File: src/logic/asq_pkg.sv
// Purpose: Shared constants and types of the converter sequencer.
// Assumes: Low address byte of the peripheral bus; data on lanes 15:8.
// Notes: Conversion time is owned by the analog core; figures are in clk cycles.
//
// How it works
// - Control/status register is eight bits, zero after reset and in standby.
// - End flag clears by writing 0 after reading it as 1.
// - A DMA read of a result register also clears the end flag.
// - End flag sets after single conversion, or after the last channel of a pass.
// - Interrupt request is end flag AND interrupt enable bit 6.
// - Start bit reads 1 while converting; auto clears in single and multi.
// - Scan mode cycles until start is cleared, reset or standby.
// - Mode bit 0 gives single; else scan bit picks multi or scan.
// - Speed select bit 3 picks 536 or 266 state conversion maximum.
// - Single picks one channel; group modes pick group and channel count.
// - Trigger control register resets to 0x07 on reset and standby.
// - Falling trigger edge starts conversion only with both enables set.
// - Qualified trigger edge sets the start bit like a software write.
// - Trigger bits 4,3 read 0, bits 2..0 read 1; writes ignored there.
// - Result registers use upper bus lanes; low byte goes through a latch.
// - Upper byte read returns it and copies the low byte to the latch.
// - Result bits 9..2 in upper byte, bits 1..0 at low byte bits 7..6.
// - Channels n and n+4 share result register n.
// - Result registers clear on reset and standby.
// - Group modes start at the group's first channel and step at once.
package asq_pkg;
    localparam logic [7:0] OFF_RES_A = 8'h80;
    localparam logic [7:0] OFF_RES_LAST = 8'h8e;
    localparam logic [7:0] OFF_CSR = 8'h90;
    localparam logic [7:0] OFF_TCR = 8'h92;
    localparam int BIT_END = 7;
    localparam int BIT_IE = 6;
    localparam int BIT_START = 5;
    localparam int BIT_MODE = 4;
    localparam int BIT_SPEED = 3;
    localparam int BIT_TEN_HI = 7;
    localparam int BIT_TEN_LO = 6;
    localparam int BIT_SCAN = 5;
    localparam logic [7:0] CSR_RESET = 8'h00;
    localparam logic [7:0] TCR_RESET = 8'h07;
    localparam logic [2:0] TCR_ONES = 3'h7;
    localparam int CONV_MAX_SLOW = 536;
    localparam int CONV_MAX_FAST = 266;
    localparam int CLK_PERIOD_NS = 25;

    typedef enum logic [1:0] {
        ASQ_IDLE = 2'h0,
        ASQ_WAIT = 2'h1
    } asq_state_t;
endpackage

File: src/logic/asq_res_if.sv
`timescale 1ns/1ps
// Purpose: Link between sequencer and result bank.
// Assumes: Single clock; rbyte is combinational from the bank.
// Notes: None.
interface asq_res_if;
    logic wr;
    logic [1:0] wsel;
    logic [9:0] wdata;
    logic clr;
    logic rd_hi;
    logic rd_lo;
    logic [1:0] rsel;
    logic [7:0] rbyte;
    modport seq (output wr, wsel, wdata, clr, rd_hi, rd_lo, rsel, input rbyte);
    modport bank (input wr, wsel, wdata, clr, rd_hi, rd_lo, rsel, output rbyte);
endinterface

File: src/logic/asq_top.sv
`timescale 1ns/1ps
// Purpose: Sequencer, control registers and bus answer of the converter.
// Assumes: Byte registers at even addresses, data on bus lanes 15:8.
// Notes: Read data appears one cycle after bus_rd.
module asq_top import asq_pkg::*; (
    input wire logic clk,
    input wire logic rst,
    input wire logic standby,
    input wire logic [7:0] bus_addr,
    input wire logic bus_rd,
    input wire logic bus_wr,
    input wire logic bus_dma,
    input wire logic [7:0] bus_wdata,
    output logic [15:0] bus_rdata,
    input wire logic ext_trigger_pin,
    output logic conv_end_irq,
    output logic core_start,
    output logic [2:0] core_chan,
    output logic core_speed,
    input wire logic core_done,
    input wire logic [9:0] core_result
);
    typedef struct packed {
        logic conv_end_flag;
        logic conv_end_irq_enable;
        logic conv_start_bit;
        logic multi;
        logic conv_speed_select;
        logic [2:0] chan_sel;
        logic ext_trig_en_hi;
        logic ext_trig_en_lo;
        logic continuous_select;
        logic flag_armed;
        asq_state_t st;
        logic [15:0] rdata;
        logic irq;
        logic core_start;
        logic [2:0] core_chan;
        logic core_speed;
    } asq_seq_t;

    asq_seq_t s, next_s;
    asq_res_if rif ();
    logic trig_fall;
    logic wr_csr, wr_tcr, rd_res, set_flag, clr_flag, start_req, stop_req, done_ok;
    logic last_chan;

    asq_trig_sync u_trig (
        .clk(clk),
        .rst(rst),
        .pin(ext_trigger_pin),
        .fall(trig_fall)
    );

    asq_result_bank u_bank (
        .clk(clk),
        .rb(rif.bank)
    );

    function automatic logic [7:0] csr_byte(input asq_seq_t v);
        csr_byte = {v.conv_end_flag, v.conv_end_irq_enable, v.conv_start_bit,
            v.multi, v.conv_speed_select, v.chan_sel};
    endfunction

    function automatic logic [7:0] tcr_byte(input asq_seq_t v);
        // Reserved pair reads zero, low three read one
        tcr_byte = {v.ext_trig_en_hi, v.ext_trig_en_lo, v.continuous_select,
            2'h0, TCR_ONES};
    endfunction

    function automatic logic [2:0] first_chan(input asq_seq_t v);
        first_chan = v.multi ? {v.chan_sel[2], 2'h0} : v.chan_sel;
    endfunction

    always_comb begin
        next_s = s;
        next_s.core_start = 1'b0;
        next_s.rdata = 16'h0000;
        set_flag = 1'b0;
        clr_flag = 1'b0;
        done_ok = 1'b0;
        wr_csr = bus_wr && (bus_addr == OFF_CSR);
        wr_tcr = bus_wr && (bus_addr == OFF_TCR);
        rd_res = bus_rd && (bus_addr >= OFF_RES_A) && (bus_addr <= OFF_RES_LAST);
        rif.wr = 1'b0;
        rif.wsel = s.core_chan[1:0];
        rif.wdata = core_result;
        rif.clr = 1'b0;
        rif.rd_hi = rd_res && !bus_addr[1];
        rif.rd_lo = rd_res && bus_addr[1];
        rif.rsel = bus_addr[3:2];
        last_chan = !s.multi || (s.core_chan[1:0] == s.chan_sel[1:0]);

        // Register reads, all on the upper lanes
        if (bus_rd) begin
            if (bus_addr == OFF_CSR) begin
                next_s.rdata = {csr_byte(s), 8'h00};
                if (s.conv_end_flag) begin
                    next_s.flag_armed = 1'b1;
                end
            end else if (bus_addr == OFF_TCR) begin
                next_s.rdata = {tcr_byte(s), 8'h00};
            end else if (rd_res) begin
                next_s.rdata = {rif.rbyte, 8'h00};
                if (bus_dma) begin
                    clr_flag = 1'b1;
                end
            end
        end

        // Register writes
        if (wr_csr) begin
            next_s.conv_end_irq_enable = bus_wdata[BIT_IE];
            next_s.multi = bus_wdata[BIT_MODE];
            next_s.conv_speed_select = bus_wdata[BIT_SPEED];
            next_s.chan_sel = bus_wdata[2:0];
            // Writing 1 to the flag is ignored; 0 only counts after a read of 1
            if (!bus_wdata[BIT_END] && s.flag_armed) begin
                clr_flag = 1'b1;
            end
            next_s.flag_armed = 1'b0;
        end
        if (wr_tcr) begin
            next_s.ext_trig_en_hi = bus_wdata[BIT_TEN_HI];
            next_s.ext_trig_en_lo = bus_wdata[BIT_TEN_LO];
            next_s.continuous_select = bus_wdata[BIT_SCAN];
        end

        start_req = (wr_csr && bus_wdata[BIT_START])
            || (trig_fall && s.ext_trig_en_hi && s.ext_trig_en_lo);
        stop_req = wr_csr && !bus_wdata[BIT_START] && !start_req;

        case (s.st)
            ASQ_IDLE: begin
                if (start_req) begin
                    next_s.conv_start_bit = 1'b1;
                    next_s.core_start = 1'b1;
                    next_s.core_chan = first_chan(next_s);
                    next_s.st = ASQ_WAIT;
                end
            end
            ASQ_WAIT: begin
                if (stop_req) begin
                    // Abandon now; a done in this cycle is dropped
                    next_s.conv_start_bit = 1'b0;
                    next_s.st = ASQ_IDLE;
                end else if (core_done) begin
                    done_ok = 1'b1;
                    rif.wr = 1'b1;
                    if (last_chan) begin
                        set_flag = 1'b1;
                    end
                    if (last_chan && !(s.multi && s.continuous_select)) begin
                        next_s.conv_start_bit = 1'b0;
                        next_s.st = ASQ_IDLE;
                    end else begin
                        next_s.core_start = 1'b1;
                        next_s.core_chan = last_chan ? first_chan(s)
                            : s.core_chan + 3'h1;
                    end
                end
            end
            default: begin
                next_s.st = ASQ_IDLE;
                next_s.conv_start_bit = 1'b0;
            end
        endcase

        // Hardware set wins over a write or DMA clear in the same cycle; reset and standby win over it
        if (set_flag) begin
            next_s.conv_end_flag = 1'b1;
        end else if (clr_flag) begin
            next_s.conv_end_flag = 1'b0;
        end
        next_s.core_speed = next_s.conv_speed_select;

        if (rst || standby) begin
            next_s = '0;
            next_s.st = ASQ_IDLE;
            {next_s.ext_trig_en_hi, next_s.ext_trig_en_lo, next_s.continuous_select}
                = TCR_RESET[7:5];
            rif.clr = 1'b1;
            rif.wr = 1'b0;
        end
        next_s.irq = next_s.conv_end_flag && next_s.conv_end_irq_enable;
    end

    always_ff @(posedge clk) begin
        s <= next_s;
    end

    assign bus_rdata = s.rdata;
    assign conv_end_irq = s.irq;
    assign core_start = s.core_start;
    assign core_chan = s.core_chan;
    assign core_speed = s.core_speed;
endmodule // asq_top

File: src/logic/asq_trig_sync.sv
`timescale 1ns/1ps
// Purpose: Synchronise the trigger pin and flag its falling edges.
// Assumes: Pin idles high.
// Notes: A change counts only when stages two and three agree.
module asq_trig_sync import asq_pkg::*; (
    input wire logic clk,
    input wire logic rst,
    input wire logic pin,
    output logic fall
);
    typedef struct packed {
        logic s1;
        logic s2;
        logic s3;
        logic level;
        logic fall;
    } asq_sync_t;
    asq_sync_t s, next_s;

    always_comb begin
        next_s = s;
        next_s.s1 = pin;
        next_s.s2 = s.s1;
        next_s.s3 = s.s2;
        next_s.fall = 1'b0;
        if (s.s2 == s.s3) begin
            next_s.level = s.s3;
            next_s.fall = s.level && !s.s3;
        end
        if (rst) begin
            next_s = '{s1: 1'b1, s2: 1'b1, s3: 1'b1, level: 1'b1, fall: 1'b0};
        end
    end

    always_ff @(posedge clk) begin
        s <= next_s;
    end

    assign fall = s.fall;
endmodule // asq_trig_sync

File: src/logic/asq_result_bank.sv
`timescale 1ns/1ps
// Purpose: Four result registers and the low-byte holding latch.
// Assumes: Reads and writes are steered by the sequencer.
// Notes: rbyte is combinational; the top registers it.
module asq_result_bank import asq_pkg::*; (
    input wire logic clk,
    asq_res_if.bank rb
);
    typedef struct packed {
        logic [3:0][9:0] regs;
        logic [7:0] latch;
    } asq_bank_t;
    asq_bank_t s, next_s;

    always_comb begin
        next_s = s;
        if (rb.wr) begin
            next_s.regs[rb.wsel] = rb.wdata;
        end
        if (rb.rd_hi) begin
            next_s.latch = {s.regs[rb.rsel][1:0], 6'h00};
        end
        if (rb.clr) begin
            next_s = '0;
        end
    end

    always_ff @(posedge clk) begin
        s <= next_s;
    end

    // Lower byte comes only from the latch, never the register itself
    assign rb.rbyte = rb.rd_hi ? s.regs[rb.rsel][9:2] : s.latch;
endmodule // asq_result_bank

File: config.mk
export PLATFORM = sky130hd
export DESIGN_NAME = asq_top
export DESIGN_NICKNAME = d
export VERILOG_FILES = /design/src/logic/asq_pkg.sv /design/src/logic/asq_res_if.sv /design/src/logic/asq_top.sv /design/src/logic/asq_trig_sync.sv /design/src/logic/asq_result_bank.sv
export SDC_FILE = /design/constraint.sdc
export NUM_CORES = 1
export LEC_CHECK = 0
export ABC_AREA = 1
export ABC_CLOCK_PERIOD_IN_PS = 3700
export BUFFER_PORTS_ARGS = -buffer_cell sky130_fd_sc_hd__clkbuf_2
export CAP_MARGIN = 20
export CORE_ASPECT_RATIO = 0.75
export CORE_UTILIZATION = 34
export CTS_CLUSTER_SIZE = 8
export DETAILED_ROUTE_END_ITERATION = 12
export PLACE_DENSITY = 0.55
export SLEW_MARGIN = 20
export SYNTH_ARGS = -nofsm -noshare
export SYNTH_HDL_FRONTEND = slang
export SYNTH_HIERARCHICAL = 1
export SYNTH_SLANG_ARGS = --single-unit
File: constraint.sdc
create_clock -name clk -period 3.7 [get_ports clk]
set_input_delay 0 -clock clk [delete_from_list [all_inputs] [get_ports clk]]
set_output_delay 0 -clock clk [all_outputs]
set_load 0.1 [all_outputs]
==> results of run 1 <==
worst reg2reg max path, cell delays in order (launching register included):
cell and delay (ps):
dfxtp_1 360, nand3_1 170, nand2_1 120, inv_1 70, nand3_4 100, nand3_1 70
inv_1 370, nand2_1 180, nor2_4 230, inv_2 170, nor2_1 150, a211oi_2 50
worst max-delay path by stage:
stage	from	to	slack, ps	cells past startpoint
6_report	s[27]	u_bank/s[19]	1520	11
3_5_place_dp	s[27]	u_bank/s[19]	1570	11
3_3_place_gp	s[27]	u_bank/s[18]	1660	11
2_1_floorplan	s[27]	u_bank/s[17]	2180	11
5_1_grt	s[27]	u_bank/s[19]	1310	11
4_1_cts	s[27]	u_bank/s[19]	1560	11
layout make-up:
type | count | area [um^2] | area share (%)
multi-input combinational | 332 | 1673 | 39.15
sequential | 72 | 1441 | 33.73
timing repair buffer | 68 | 442.9 | 10.37
clock buffer | 12 | 256.5 | 6.003
inverter | 59 | 224.0 | 5.242
tap | 136 | 170.2 | 3.982
clock inverter | 3 | 65.06 | 1.523
cell usage in the layout (no fill, tap or decap), drive strengths merged, types with 2 or more instances in the layout:
master / n
a211oi: 16
dfxtp: 72
nand3: 30
nor2: 52
dlygate4sd3: 20
clkbuf: 59
nand2: 127
conb: 8
bufinv: 2
nand4: 12
o21ai: 20
clkinv: 2
or2: 3
inv: 58
a21oi: 57
o211ai: 3
per-stage QoR:
step / cell area [um^2] / setup WS, ps / total power [W]
after floorplan: 3626 / 2175 / 0.0008849
after global placement: 3751 / 1664 / 0.0009186
after detailed placement: 3751 / 1569 / 0.0009191
after CTS: 4273 / 1558 / 0.001883
after global routing: 4273 / 1310 / 0.001935
final: 4273 / 1523 / 0.001859
registers in the layout (all words and copies together) (netlist names):
| name | flops |
|---|---|
| u_trig/s | 4 |
| conv_end_irq | 1 |
| s | 11 |
| u_bank/s | 42 |
| bus_rdata | 8 |
| u_trig/fall | 1 |
| core_start | 1 |
| core_chan | 3 |
| core_speed | 1 |
timing repair:
action	CTS	global route
endpoints found under the hold margin	43	0
endpoints found under the setup margin	0	0
hold buffers	20	0
buffers inserted	0	0
routing by layer:
metal / wire length (um) / global-route usage, % / vias up
met2: 3771 / 25.48 / 96
li1: - / - / 1662
met1: 4941 / 26.77 / 1521
met4: 110 / 6.070 / 0
met5: 0 / 0 / -
met3: 602 / 5.716 / 10
power by group through the flow:
stage	clock [W]	combinational (W)	sequential, W
after floorplan	0	0.0000905	0.000794
after global placement	0	0.000124	0.000794
after detailed placement	0	0.000125	0.000794
after CTS	0.000964	0.000142	0.000777
after global routing	0.00100	0.000153	0.000777
final	0.000940	0.000142	0.000778
==> flow_summary.toml, run 1 <==
[run_status]
status = "finished clean"

[min_path]
hold_path_end = "s[35]"
min_from = "bus_dma"
hold_class = "input pin to register"
hold_depth = 4

[pwr]
power.internal_w = 0.001439
cellPowerDensity_mw_per_mm2 = 435.2
p_leak_nw = 1.749
switching_power_w = 0.0004209
clkPwrFrac_pct = 50.5
vdd_ir_drop_max_mv = 0.2176
switching_share_pct = 22.64
comb_power_share_pct = 7.6
p_seq_share_pct = 41.8

[timing]
final_hold_viol_count = 0
max_slew_margin_pct = 36.13
tns_ps = 0
rsz0062_at_grt = "false"
period_share_pct = 58.83
worstMarginPinSlew_ps = 957.0
min_period_ps = 2177
slew_violations = 0
whs_ps = 35.87
clock_skew_ps = 8.234
max_freq_mhz = 459.4
setup_viol = 0

[setup_path]
worstSetupEndpointType = "register"
cp_max_fo = 13
crit_type = "register to register"
crit_required_ps = 3910
worst_path_max_delay_cell = "inv_1"
r2r-start = "s[27]"
cp_num_buf_inv = 3
slowest_delay_ps = 370
r2r_cells = 11
r2r_setup_slack_ps = 1520
crit_chain = "nand3_1, nand2_1, inv_1, nand3_4, nand3_1, inv_1, nand2_1, nor2_4, inv_2, nor2_1, a211oi_2"
cp-start-kind = "register"
arrival_ps = 2390
crit_family = "simple AND/OR/NAND/NOR gates"
timing.rr.end = "u_bank/s[19]"

[route]
drt_iter0_markers = 203
via_count = 3289
viasPerCell = 4.823
drt_wl_total_um = 9425
wire_per_inst_um = 13.82
dr.pass1.iters = 5
drc = 0
final_antenna_net_count = 0

[placement]
routabilityCongestion = 0.8106
dp.cells = 647
dpl.hpwl_um = 6723
numPortBuffers = 47

[synthesis]
synth.avg_cell_area_um2 = 7.257
ys.warnings.count = 6
syn_area_mm2 = 0.003600
synthCells = 496

[die]
dieArea_mm2 = 0.01101
fp-row-count = 32
core-area_mm2 = 0.01029
ioPinCount = 56
start_util_pct = 34.98
die_y_um = 91.11
die_w_um = 120.8

[cells_and_area]
antenna_cells = 0
finalNonFillerCells = 682
fin_nets = 577
syn2layout_area_growth_pct = 18.70
drive_gt1_share_pct = 17.03
final_util_pct = 41.52
n_fill_cell = 1089

[clock_tree]
root_buffer = "clkbuf_16"
cts_max_level = 3
cts.sinks = 72
ctsResizeCount = 0
numCtsBuffers = 9
cts_buffer_depth = 2
clk_pin_slew_ps = 50
cts_tree = "done"
insertion_delay_ps = 340

[global_routing]
first_global_vias = 3059
antenna_found_initial = 0
grt_pass1_wl_um = 15470
grt_max_degree = 32
grt_usage_pct = 18.47
overflow = 0

[job]
maxCapViolCount = 0
Power figures use the tool's default switching activity.
==> run 2: changes to the inputs <==
Settings changed: ABC_AREA 1 to 0, ABC_CLOCK_PERIOD_IN_PS 3700 to 1800, PLACE_DENSITY 0.55 to 0.58.
Clock period 3.7 ns to 1.8 ns, I/O delays scaled along.
==> run 2 against run 1 <==
- power rose by 110%
- clock skew fell by 3.9 ps
- worst hold slack got worse by 14 ps
- die area fell by 8.9%
- non-clock buffer count rose by 25
- sequential power rose by 110%
- synthesized cell count fell by 33%
- utilization rose by 5.0 points
- register-to-register slack got worse by 1400 ps
- combinational power rose by 80%
- cell count fell by 21%
- first-iteration DRC count fell by 35%
- largest power group unchanged
==> flow_summary.toml, run 2 <==
[global_routing]
grt_usage_pct = 17.04
grt_pass1_wl_um = 12650
overflow = 0
grt_max_degree = 56
antenna_found_initial = 0
first_global_vias = 2509

[cells_and_area]
n_fill_cell = 878
finalNonFillerCells = 542
antenna_cells = 0
drive_gt1_share_pct = 25.85
largest_reg_flops = 42
multi_input_area_mm2 = 0.001624
layout.cells.most_common_list = "dfxtp_1 (72), nor2_1 (49), clkbuf_2 (47)"
design_area_mm2 = 0.004274
fin_nets = 444
top_register = "u_bank/s"
seq_area_mm2 = 0.001441
final_common_cell = "dfxtp_1"
syn2layout_area_growth_pct = 30.58
final_util_pct = 46.48

[die]
die_y_um = 86.97
start_util_pct = 35.59
die_w_um = 115.3
core-area_mm2 = 0.009196
ioPinCount = 56
dieArea_mm2 = 0.01003
fp-row-count = 30

[timing]
period_share_pct = 91.51
max_slew_margin_pct = 62.49
min_period_ps = 1647
clock_skew_ps = 4.355
max_freq_mhz = 607.1
slew_violations = 0
worstMarginPinSlew_ps = 565.1
rsz0062_at_grt = "false"
postLayoutSetupSlackWorst_ps = 152.8
final_hold_viol_count = 0
setup_viol = 0
tns_ps = 0

[setup_path]
r2r-start = "core_chan[1]"
worstSetupEndpointType = "register"
cp-endpoint = "core_chan[1]"
cp-startpoint = "core_chan[1]"
cp_max_fo = 5
crit_required_ps = 2010
cp-start-kind = "register"
r2r_cells = 5
r2r_setup_slack_ps = 150
arrival_ps = 1860
timing.rr.end = "core_chan[1]"
crit_type = "register to register"

[clock_tree]
cts_max_level = 3
clk_pin_slew_ps = 50
cts_tree = "done"
numCtsBuffers = 9
cts.sinks = 72
cts_buffer_depth = 2
insertion_delay_ps = 330
root_buffer = "clkbuf_16"

[route]
drt_iter0_markers = 131
drc = 0
dr.pass1.iters = 4
viasPerCell = 4.801
final_antenna_net_count = 0
wire_per_inst_um = 14.33
drt_wl_total_um = 7767
via_count = 2602

[placement]
routabilityCongestion = 0.8056
numPortBuffers = 47
dp.cells = 504
dp_slack_ps = -301.4
place_area_mm2 = 0.003681
dpl.hpwl_um = 5426

[pwr]
p_leak_nw = 1.822
cellPowerDensity_mw_per_mm2 = 914.7
vdd_ir_drop_max_mv = 0.5792

[synthesis]
syn_area_mm2 = 0.003273
synth.avg_cell_area_um2 = 9.800
ys.warnings.count = 6
synthCells = 334

[job]
maxCapViolCount = 0

[run_status]
status = "finished clean"

[min_path]
hold_class = "input pin to register"
-- run 2: layout make-up --
type	instances	share of cell area, %
clock buffer	11	5.679
clock inverter	5	2.430
inverter	4	0.3513
multi-input combinational	229	38.00
sequential	72	33.72
tap	128	3.747
timing repair buffer	93	16.07
-- run 2: worst max-delay path, cell delays in order (launching register included) --
cell	delay (ps)
dfxtp_1	460
xor2_1	240
o31ai_2	130
o21ai_1	190
o211ai_2	130
a221o_1	380
-- run 2: worst min path at each step --
stage | slack [ps] | startpoint | to | cells after the start
2_1_floorplan | 100 | bus_wr | s[24] | 1
3_3_place_gp | 180 | ext_trigger_pin | u_trig/s[4] | 2
3_5_place_dp | 190 | ext_trigger_pin | u_trig/s[4] | 2
4_1_cts | 10 | bus_wr | s[24] | 3
5_1_grt | 30 | bus_wr | s[24] | 3
6_report | 20 | bus_wr | s[24] | 3
-- run 2: timing repair --
item,CTS,global route
endpoints found under the hold margin,51,0
buffers inserted,1,0
hold buffers,21,0
gates resized for setup,1,4
endpoints found under the setup margin,10,9
-- run 2: metal layers --
| layer | track usage, % | part of all wire (%) |
|---|---|---|
| met5 | 0 | 0 |
| met3 | 6.193 | 4.4 |
| met1 | 22.84 | 49 |
| met4 | 3.896 | 0.35 |
| met2 | 26.12 | 46 |
-- run 2: power by group --
part / switching [W] / internal, W
sequential: 0.00000176 / 0.00160
combinational: 0.000164 / 0.0000924
clock: 0.000663 / 0.00139
-- run 2: per-stage QoR --
stage	hold WS (ps)	power, W
2_1_floorplan	96.96	0.001779
3_3_place_gp	181.8	0.001853
3_5_place_dp	190.1	0.001855
4_1_cts	13.59	0.003964
5_1_grt	34.43	0.004046
6_report	21.64	0.003909
==> run 3: changes to the inputs <==
Settings changed: ABC_AREA 0 to 1, CORE_UTILIZATION 34 to 35, PLACE_DENSITY 0.58 to 0.59.
==> run 3 against run 2 <==
- count of clock-buffer cells in the layout did not move
- clock skew rose by 1.0 ps
- sequential power barely moved
- flip-flop and latch count did not move
- register-to-register slack barely moved
- global-route usage rose by 1.6 points
- first-iteration DRC count rose by 23%
- critical endpoint is now u_bank/s[38]
- wire length rose by 21%
==> flow_summary.toml, run 3 (synthesis results as in run 1) <==
[run_status]
status = "finished clean"

[clock_tree]
cts_max_level = 3
cts.sinks = 72
clk_pin_slew_ps = 50
insertion_delay_ps = 330
cts_tree = "done"
root_buffer = "clkbuf_16"
numCtsBuffers = 9
cts_buffer_depth = 2

[setup_path]
crit_required_ps = 1990
arrival_ps = 1840
slowest_delay_ps = 370
cp_max_fo = 12
worstSetupEndpointType = "register"
r2r_cells = 10
cpMostUsedCell = "nand3_4"
crit_type = "register to register"
timing.rr.end = "u_bank/s[38]"
r2r_setup_slack_ps = 160
crit_chain = "nand3_2, nand2_1, inv_1, nand3_4, nand3_1, inv_2, buf_4, nand3_4, nor2_2, a211oi_2"
r2r-start = "s[27]"
cp-start-kind = "register"
worst_path_max_delay_cell = "dfxtp_1"

[pwr]
switching_share_pct = 23.45
clkPwrFrac_pct = 47.8
vdd_ir_drop_max_mv = 0.3223
power.internal_w = 0.002781
p_seq_share_pct = 44.0
comb_power_share_pct = 8.2
switching_power_w = 0.0008519
cellPowerDensity_mw_per_mm2 = 827.9
p_leak_nw = 1.822

[timing]
postLayoutSetupSlackWorst_ps = 156.6
clock_skew_ps = 5.364
max_freq_mhz = 608.5
max_slew_margin_pct = 63.56
final_hold_viol_count = 0
tns_ps = 0
slew_violations = 0
min_period_ps = 1643
period_share_pct = 91.30
setup_viol = 0
worstMarginPinSlew_ps = 548.9
rsz0062_at_grt = "false"

[route]
dr.pass1.iters = 5
final_antenna_net_count = 0
viasPerCell = 4.753
wire_per_inst_um = 13.58
via_count = 3294
drt_wl_total_um = 9409
drt_iter0_markers = 161
drc = 0

[placement]
routabilityCongestion = 0.8588
dp_slack_ps = 85.87
dpl.hpwl_um = 6662
numPortBuffers = 47

[job]
maxCapViolCount = 0

[die]
dieArea_mm2 = 0.01070
start_util_pct = 36.68
fp-row-count = 31
die_y_um = 89.83
ioPinCount = 56
die_w_um = 119.1
core-area_mm2 = 0.009813

[min_path]
min_from = "bus_wdata[4]"
hold_path_end = "s[32]"
hold_depth = 5
hold_class = "input pin to register"

[cells_and_area]
top_register = "u_bank/s"
final_common_cell = "nand2_1"
syn2layout_area_growth_pct = 21.90
drive_gt1_share_pct = 20.14
fin_nets = 592
largest_reg_flops = 42
layout.cells.most_common_list = "nand2_1 (121), dfxtp_1 (72), a21oi_1 (57)"
antenna_cells = 0

[global_routing]
grt_max_degree = 42
overflow = 0
first_global_vias = 3071
grt_pass1_wl_um = 15560
grt_usage_pct = 18.59
antenna_found_initial = 0
-- run 3: cell types whose count changed in the layout (fill, tap and decap cells not counted), sizes merged, moves of 12 or more --
cell / change
o21ai: +17
nand3: +23
a21oi: +40
nand2: +97
buf: -12
inv: +54
mux2i: -40
a211oi: +15
-- run 3: layer usage --
layer / GRT usage, % / part of all wire [%]
met1: 27.18 / 52
met2: 26.60 / 42
met3: 4.569 / 5.4
met4: 5.380 / 0.99
met5: 0 / 0
-- run 3: how the worst max path moves through the flow --
stage,endpoint,slack (ps),startpoint,cells after the start
finish,u_bank/s[38],160,s[27],10
floorplan,u_bank/s[17],280,s[27],11
global placement,u_bank/s[36],140,s[27],11
detailed placement,u_bank/s[28],90,s[27],10
global route,u_bank/s[31],20,s[27],11
CTS,u_bank/s[28],60,s[27],10
-- run 3: power groups by stage --
stage	registers, W	clock network (W)	logic, W
after detailed placement	0.00163	0	0.000258
after global placement	0.00163	0	0.000258
final	0.00160	0.00174	0.000297
after CTS	0.00160	0.00177	0.000296
after global routing	0.00160	0.00185	0.000321
after floorplan	0.00163	0	0.000186
-- run 3: repair_timing --
item,CTS,global route
endpoints found under the setup margin,0,38
gates resized for setup,0,10
hold endpoints to repair,52,0
buffers inserted,0,0
hold buffers,22,0
-- run 3: final cells by class --
type | count | area, um^2
clock buffers | 11 | 242.7
multi-input cells | 333 | 1714
repair buffers | 82 | 553.0
inverters | 59 | 226.5
fillers | 988 | 5425
flip-flops and latches | 72 | 1441
well taps | 132 | 165.2
clock inverters | 4 | 45.04
-- run 3: stage by stage --
step	area [um^2]	std cells	utilization [%]	power [W]	hold slack [ps]
after global routing	4388	693	44.71	0.003764	82.75
after floorplan	3626	503	-	0.001819	95.73
after CTS	4344	692	44.27	0.003665	58.17
after global placement	3836	655	39.09	0.001891	180.6
after detailed placement	3836	655	39.09	0.001891	180.8
final	4388	693	44.71	0.003633	72.25
-- run 3: critical path, delay by kind of cell, from the launching register on --
| kind | cells | cell delay, ps |
|---|---|---|
| AO/OA/AOI/OAI | 1 | 50 |
| buffers and inverters | 3 | 350 |
| flip-flops | 1 | 370 |
| AND/OR/NAND/NOR | 6 | 750 |
